<file path="src/hw/irq_area_pkg.sv">
// Package for the interrupt mask clear and shared area base registers.
// Assumes a 32-bit register port at word offsets from the controller base.
package irq_area_pkg;
   localparam logic [7:0] OFF_INTERRUPT_MASK_CLEAR = 8'h14;
   localparam logic [7:0] OFF_SHARED_AREA_BASE = 8'h18;
   localparam int MASTER_IRQ_GATE_BIT = 31;
   localparam int OWNERSHIP_CHANGE_SRC_BIT = 30;
   localparam int SRC_LOW_WIDTH = 7;
   localparam int AREA_FIELD_LSB = 8;
   localparam int AREA_FIELD_WIDTH = 24;
   localparam logic [31:0] MASK_SET_RESET = 32'h8000_0000;
   localparam logic [31:0] MASK_IMPLEMENTED = 32'hC000_007F;
   localparam logic [31:0] AREA_RESET = 32'h0000_0000;
   localparam logic [31:0] AREA_WRITABLE = 32'hFFFF_FF00;

   typedef struct packed {
      logic wr;
      logic rd;
      logic [7:0] addr;
      logic [31:0] wdata;
   } reg_req_type;
endpackage : irq_area_pkg

</file>
<file path="src/hw/irq_area_regs.sv">
// Interrupt mask clear register and shared communication area base register.
// Assumes one-cycle read and write strobes on ref_clk_i from the bus unit and an
// enable register kept here as the mask-set image; set requests come from the bus unit.
`timescale 1ns/10ps

////////////////////////////////////////////////////////////////////////////////
module irq_area_regs
   import irq_area_pkg::*;
(
   input wire logic ref_clk_i,            // Controller bus clock.
   input wire logic rst_n_i,              // Hardware reset, synchronous, active low.
   input wire logic soft_reset_i,         // Software reset pulse, active high.
   input wire reg_req_type req_i,         // Register request from the bus unit.
   input wire logic mask_set_wr_i,        // Write strobe of the mask set register.
   input wire logic [31:0] mask_set_data_i, // Data written to the mask set register.
   output logic [31:0] rdata_o,           // Read data, valid the cycle after rd.
   output logic rvalid_o,                 // Read data valid pulse.
   output logic [31:0] irq_enable_o,      // Current interrupt enable image.
   output logic [23:0] area_base_o        // Shared area base address field.
);

   logic [31:0] enable_r;
   logic [31:0] enable_nxt;
   logic [31:0] area_r;
   logic [31:0] area_nxt;
   logic [31:0] rdata_r;
   logic [31:0] rdata_nxt;
   logic rvalid_r;
   logic rvalid_nxt;
   logic clr_hit;
   logic area_hit;

   function automatic logic hit(input reg_req_type r, input logic [7:0] off);
      return r.addr == off;
   endfunction : hit

   ////////////////////////////////////////////////////////////////////////////////
   always_comb begin
      clr_hit = req_i.wr && hit(req_i, OFF_INTERRUPT_MASK_CLEAR);
      area_hit = req_i.wr && hit(req_i, OFF_SHARED_AREA_BASE);
      enable_nxt = enable_r;
      if (mask_set_wr_i) begin
         enable_nxt = enable_nxt | (mask_set_data_i & MASK_IMPLEMENTED);
      end
      // A clear written in the same cycle as a set wins; only a soft reset in that cycle overrides the disable.
      if (clr_hit) begin
         enable_nxt = enable_nxt & ~(req_i.wdata & MASK_IMPLEMENTED);
      end
      if (soft_reset_i) begin
         enable_nxt = MASK_SET_RESET;
      end
      area_nxt = area_r;
      if (soft_reset_i) begin
         area_nxt = AREA_RESET;
      end else if (area_hit) begin
         area_nxt = req_i.wdata & AREA_WRITABLE;
      end
      rvalid_nxt = req_i.rd;
      rdata_nxt = 32'h0000_0000;
      if (req_i.rd) begin
         if (hit(req_i, OFF_INTERRUPT_MASK_CLEAR)) begin
            rdata_nxt = enable_r;
         end else if (hit(req_i, OFF_SHARED_AREA_BASE)) begin
            rdata_nxt = area_r & AREA_WRITABLE;
         end
      end
   end

   always_ff @(posedge ref_clk_i) begin
      if (!rst_n_i) begin
         enable_r <= MASK_SET_RESET;
         area_r <= AREA_RESET;
         rdata_r <= 32'h0000_0000;
         rvalid_r <= 1'b0;
      end else begin
         enable_r <= enable_nxt;
         area_r <= area_nxt;
         rdata_r <= rdata_nxt;
         rvalid_r <= rvalid_nxt;
      end
   end

   assign rdata_o = rdata_r;
   assign rvalid_o = rvalid_r;
   assign irq_enable_o = enable_r;
   assign area_base_o = area_r[AREA_FIELD_LSB +: AREA_FIELD_WIDTH];

   ////////////////////////////////////////////////////////////////////////////////
   property p_master_clear;
      @(posedge ref_clk_i) disable iff (!rst_n_i)
      (clr_hit && req_i.wdata[31] && !soft_reset_i) |=> !enable_r[31];
   endproperty
   a_master_clear: assert property (p_master_clear) else $error("master gate not cleared");

   property p_reset_gate;
      @(posedge ref_clk_i) (!rst_n_i || soft_reset_i) |=> enable_r == MASK_SET_RESET;
   endproperty
   a_reset_gate: assert property (p_reset_gate) else $error("reset enable value wrong");

   property p_oc_clear;
      @(posedge ref_clk_i) disable iff (!rst_n_i)
      (clr_hit && req_i.wdata[30] && !soft_reset_i) |=> !enable_r[30];
   endproperty
   a_oc_clear: assert property (p_oc_clear) else $error("ownership change not cleared");

   property p_zero_ignored;
      @(posedge ref_clk_i) disable iff (!rst_n_i)
      (clr_hit && !mask_set_wr_i && !soft_reset_i) |=> enable_r == ($past(enable_r) & ~$past(req_i.wdata));
   endproperty
   a_zero_ignored: assert property (p_zero_ignored) else $error("disable write wrong");

   property p_read_enable;
      @(posedge ref_clk_i) disable iff (!rst_n_i)
      (req_i.rd && hit(req_i, OFF_INTERRUPT_MASK_CLEAR)) |=> rvalid_o && rdata_o == $past(enable_r);
   endproperty
   a_read_enable: assert property (p_read_enable) else $error("disable read not enable");

   property p_area_low_zero;
      @(posedge ref_clk_i) disable iff (!rst_n_i)
      (req_i.rd && hit(req_i, OFF_SHARED_AREA_BASE)) |=> rdata_o[7:0] == 8'h00;
   endproperty
   a_area_low_zero: assert property (p_area_low_zero) else $error("area low bits nonzero");

   property p_area_write;
      @(posedge ref_clk_i) disable iff (!rst_n_i)
      (area_hit && !soft_reset_i) |=> area_base_o == $past(req_i.wdata[31:8]);
   endproperty
   a_area_write: assert property (p_area_write) else $error("area base not stored");

   // Driver software leaves one quiet cycle between accesses, so the probe read lands two cycles after the write.
   property p_probe;
      @(posedge ref_clk_i) disable iff (!rst_n_i)
      (area_hit && req_i.wdata == 32'hFFFF_FFFF && !soft_reset_i) ##1 (!area_hit && !soft_reset_i)
         ##1 (req_i.rd && hit(req_i, OFF_SHARED_AREA_BASE) && !soft_reset_i) |=> rdata_o == 32'hFFFF_FF00;
   endproperty
   a_probe: assert property (p_probe) else $error("alignment probe wrong");

   property p_area_reset;
      @(posedge ref_clk_i) (!rst_n_i || soft_reset_i) |=> area_r == AREA_RESET;
   endproperty
   a_area_reset: assert property (p_area_reset) else $error("area not reset");

   ////////////////////////////////////////////////////////////////////////////////
   // Checks on the read path, the set port and the stored enable and area images.
   property p_rvalid_follow;
      @(posedge ref_clk_i) disable iff (!rst_n_i)
      req_i.rd |=> rvalid_o;
   endproperty
   a_rvalid_follow: assert property (p_rvalid_follow) else $error("read valid missing");

   property p_idle_read_quiet;
      @(posedge ref_clk_i) disable iff (!rst_n_i)
      !req_i.rd |=> !rvalid_o && rdata_o == 32'h0000_0000;
   endproperty
   a_idle_read_quiet: assert property (p_idle_read_quiet) else $error("read data without a read");

   property p_unmapped_read;
      @(posedge ref_clk_i) disable iff (!rst_n_i)
      (req_i.rd && !hit(req_i, OFF_INTERRUPT_MASK_CLEAR) && !hit(req_i, OFF_SHARED_AREA_BASE))
         |=> rdata_o == 32'h0000_0000;
   endproperty
   a_unmapped_read: assert property (p_unmapped_read) else $error("unmapped read not zero");

   property p_read_area;
      @(posedge ref_clk_i) disable iff (!rst_n_i)
      (req_i.rd && hit(req_i, OFF_SHARED_AREA_BASE)) |=> rdata_o[31:8] == $past(area_base_o);
   endproperty
   a_read_area: assert property (p_read_area) else $error("area read not stored base");

   property p_set_or;
      @(posedge ref_clk_i) disable iff (!rst_n_i)
      (mask_set_wr_i && !clr_hit && !soft_reset_i)
         |=> enable_r == ($past(enable_r) | ($past(mask_set_data_i) & MASK_IMPLEMENTED));
   endproperty
   a_set_or: assert property (p_set_or) else $error("mask set write not applied");

   property p_clear_wins;
      @(posedge ref_clk_i) disable iff (!rst_n_i)
      (clr_hit && mask_set_wr_i && !soft_reset_i)
         |=> (enable_r & $past(req_i.wdata) & MASK_IMPLEMENTED) == 32'h0000_0000;
   endproperty
   a_clear_wins: assert property (p_clear_wins) else $error("set overrode a clear");

   property p_enable_hold;
      @(posedge ref_clk_i) disable iff (!rst_n_i)
      (!clr_hit && !mask_set_wr_i && !soft_reset_i) |=> enable_r == $past(enable_r);
   endproperty
   a_enable_hold: assert property (p_enable_hold) else $error("enable changed without a write");

   property p_area_hold;
      @(posedge ref_clk_i) disable iff (!rst_n_i)
      (!area_hit && !soft_reset_i) |=> area_r == $past(area_r);
   endproperty
   a_area_hold: assert property (p_area_hold) else $error("area changed without a write");

   property p_unused_enable_zero;
      @(posedge ref_clk_i) disable iff (!rst_n_i)
      (enable_r & ~MASK_IMPLEMENTED) == 32'h0000_0000;
   endproperty
   a_unused_enable_zero: assert property (p_unused_enable_zero) else $error("reserved enable bit set");

   property p_area_low_stored;
      @(posedge ref_clk_i) disable iff (!rst_n_i)
      area_r[7:0] == 8'h00;
   endproperty
   a_area_low_stored: assert property (p_area_low_stored) else $error("area low bits stored");

   property p_src_clear;
      @(posedge ref_clk_i) disable iff (!rst_n_i)
      (clr_hit && req_i.wdata[6:0] != 7'h00 && !soft_reset_i) |=> (enable_r[6:0] & $past(req_i.wdata[6:0])) == 7'h00;
   endproperty
   a_src_clear: assert property (p_src_clear) else $error("source enable not cleared");

   property p_soft_over_write;
      @(posedge ref_clk_i) disable iff (!rst_n_i)
      (soft_reset_i && area_hit) |=> area_base_o == 24'h00_0000;
   endproperty
   a_soft_over_write: assert property (p_soft_over_write) else $error("write beat soft reset");

   property p_zero_keeps_master;
      @(posedge ref_clk_i) disable iff (!rst_n_i)
      (clr_hit && !req_i.wdata[31] && !mask_set_wr_i && !soft_reset_i) |=> enable_r[31] == $past(enable_r[31]);
   endproperty
   a_zero_keeps_master: assert property (p_zero_keeps_master) else $error("zero write moved master");
endmodule : irq_area_regs

</file>
<file path="config.mk">
export PLATFORM = sky130hd
export DESIGN_NAME = irq_area_regs
export DESIGN_NICKNAME = d
export VERILOG_FILES = /design/src/hw/irq_area_pkg.sv /design/src/hw/irq_area_regs.sv
export SDC_FILE = /design/constraint.sdc
export NUM_CORES = 1
export LEC_CHECK = 0
export BUFFER_PORTS_ARGS = -buffer_cell sky130_fd_sc_hd__buf_2
export CAP_MARGIN = 20
export CORE_ASPECT_RATIO = 1.75
export CORE_UTILIZATION = 37
export CTS_CLUSTER_SIZE = 8
export DETAILED_ROUTE_END_ITERATION = 10
export PLACE_DENSITY = 0.75
export SETUP_SLACK_MARGIN = 0.5
export SLEW_MARGIN = 30
export SYNTH_ARGS = -nofsm -noshare
export SYNTH_HDL_FRONTEND = slang
export SYNTH_SLANG_ARGS = --single-unit
</file>
<file path="constraint.sdc">
create_clock -name ref_clk_i -period 1.73 [get_ports ref_clk_i]
set_input_delay 0.346 -clock ref_clk_i [delete_from_list [all_inputs] [get_ports ref_clk_i]]
set_output_delay 0.346 -clock ref_clk_i [all_outputs]
set_load 0.05 [all_outputs]
</file>
==> flow_summary.ini <==
[run_status]
run_status = complete, no violations

[setup_path]
worst-path-max-fanout = 8
path_buf_inv = 3
crit_type = input port to flop
cp-start-kind = input port
required_ns = 1.93
critPathMaxStageDelay_ns = 0.59
critical-path-top-delay-family = simple AND/OR/NAND/NOR gates
cp-end-kind = flop
path_cells = buf_8, or4_4, buf_6, nor3_4, buf_12, a211oi_1
arrival_ns = 1.58
slowest_stage = or4_4

[power]
vdd_drop_max_v = 0.000527
power_frac_comb_pct = 10.5
p_switching_uw = 899
power_density_nw_per_um2 = 883
p_int_uw = 2650
p_leak_uw = 0.00166
clkPwrFrac_pct = 46.8
seqPwrFrac_pct = 42.7
switching_share_pct = 25.3

[routing]
wire_per_inst_um = 15.5
wl_met2_um = 3980
met1_length_um = 2660
postRouteAntennaNets = 0
drt-total-wl_um = 7190
detail_route.vias_per_cell = 5.02
via_count = 2333
first_iter_violations = 89
met3WireLength_um = 390
drc_errors = 0
top_layer = met4
dr.pass1.iters = 4

[floorplanning]
die-width_um = 63.9
initial_core_util_pct = 38.2
ioPinCount = 167
core.rowCount = 39
die_y_um = 110
die_area_um2 = 7040
core_um2 = 6490

[cts]
clock-sinks = 65
cts_tree = done
insertion_delay_ns = 0.32
cts_buffer_depth = 2
cts-root-buf = clkbuf_16
h-tree-depth = 3
cts_buffers = 9
cts.clk_slew.worst_paths_ns = 0.05

[yosys]
avgSynthCellArea_um2 = 9.87
yosysTopAreaCell = dfxtp_1
synthCells = 251
ys_top_cells_by_count = dfxtp_1, a21oi_1, and2_1, buf_4
synth_area_um2 = 2480
synthTopCellsByArea = dfxtp_1, and2_1, buf_4
synth-main-ff-cell = dfxtp_1
synth-edff-count = 0
ys_seq_area_share_pct = 52.5
ys_async_sr_fraction_pct = 0
yosysWarnings = 0
synth.top_cell.area_share_pct = 52.5
ys_ff_latch = 65
yosysMostFrequentCell = dfxtp_1
ys_types = 24

[sta]
max_freq_mhz = 726
setup_violations = 0
fin_crit_sh_pct = 79.6
drv_slew = 0
fin_crit_ns = 1.38
rsz0062_at_grt = true
hold_viol_final = 0
fin_ws_ns = 0.353
hold_ws_ns = 0.198
tns_ns = 0
finClkSkew_ns = 0.00198

[finish]
fillers = 543
fin_area_um2 = 4020
area_growth_pct = 62.3
fin_nets = 456
antenna_cells = 0
drive_gt1_share_pct = 55.4

[place]
placed_area_um2 = 3160
port_buffers = 118
place_ws_ns = -0.00638
hpwl_um = 4710
gp_congestion = 0.682

[global_route]
grt_overflow = 0
grt_pass1_vias = 2173
grt_util_all_layers_pct = 20.5
antenna_found_initial = 0
grt_start_max_net_pins = 25
grt_pass1_wl_um = 10700

[worst_hold_path]
hold_class = input port to flop

[run]
max_cap_viol_count = 0
-- flip-flops by register name, indices dropped and copies added (netlist names) --
| name | flops |
|---|---|
| rdata_o | 31 |
| area_r | 24 |
| irq_enable_o | 9 |
| rvalid_o | 1 |
-- metal layers --
metal / vias to the layer above / track usage (%)
met1: 1093 / 23.1
met5: - / 0
li1: 1123 / -
met2: 105 / 35.1
met4: 0 / 12.0
met3: 12 / 4.42
-- cells by family after synthesis --
group           count (synthesis)  share of synthesized area [%]
simple gates                   69                           18.7
compound gates                 68                           17.4
flops                          65                           52.5
buf+inv                        48                           11.2
other cells                     1                          0.151
-- power groups by stage --
| stage | logic (µW) | clock network [µW] | registers [µW] |
|---|---|---|---|
| 2_1_floorplan | 230 | 0 | 1570 |
| 3_3_place_gp | 327 | 0 | 1540 |
| 3_5_place_dp | 328 | 0 | 1540 |
| 4_1_cts | 354 | 1690 | 1510 |
| 5_1_grt | 392 | 1770 | 1510 |
| 6_report | 373 | 1660 | 1510 |
-- cells in the final DEF (no fill, tap or decap), types with 3 or more instances in the layout --
cell / count
buf_4: 36
nand4_1: 24
buf_6: 37
conb_1: 24
nor3_2: 4
buf_2: 51
clkinv_2: 3
and2_1: 30
dfxtp_2: 28
clkbuf_16: 9
a211oi_1: 6
o31ai_2: 8
dfxtp_1: 37
o31ai_4: 8
o31ai_1: 8
clkbuf_4: 10
buf_12: 3
a21oi_1: 31
nand2b_1: 3
a211oi_2: 3
-- stage by stage --
step / cells / util [%] / power (µW)
global placement: 444 / 48.7 / 1870
CTS: 465 / 58.9 / 3550
detailed placement: 444 / 48.7 / 1870
floorplan: 274 / - / 1800
global route: 465 / 61.9 / 3670
finish: 465 / 61.9 / 3550
-- final cells by class --
cell class | count | area, µm² | share of cell area, %
clock inverter | 5 | 30.0 | 0.747
tap | 82 | 103 | 2.55
timing repair buffer | 139 | 1110 | 27.5
multi-input combinational | 162 | 1190 | 29.5
inverter | 1 | 3.75 | 0.0934
sequential | 65 | 1340 | 33.2
clock buffer | 11 | 253 | 6.29
-- repair_timing --
action | CTS | global route
gates cloned | 2 | 0
buffers inserted | 3 | 0
setup endpoints to repair | 114 | 94
resized for setup | 111 | 57
hold buffers | 0 | 0
pin swaps | 4 | 11
-- path summary, 6_finish.rpt --
check	start	endpoint	slack, ns	cells past startpoint
hold reg to reg	area_r[10]$_SDFFE_PP0P_	rdata_o[10]$_SDFF_PP0_	0.48	1
setup reg to reg	area_r[31]$_SDFFE_PP0P_	rdata_o[31]$_SDFF_PN0_	0.99	2
setup / recovery	req_i[38]	irq_enable_o[30]$_SDFF_PP0_	0.35	6
hold / removal	req_i[5]	irq_enable_o[5]$_SDFF_PP0_	0.20	2
No activity file was read; power rests on OpenSTA's default activity.
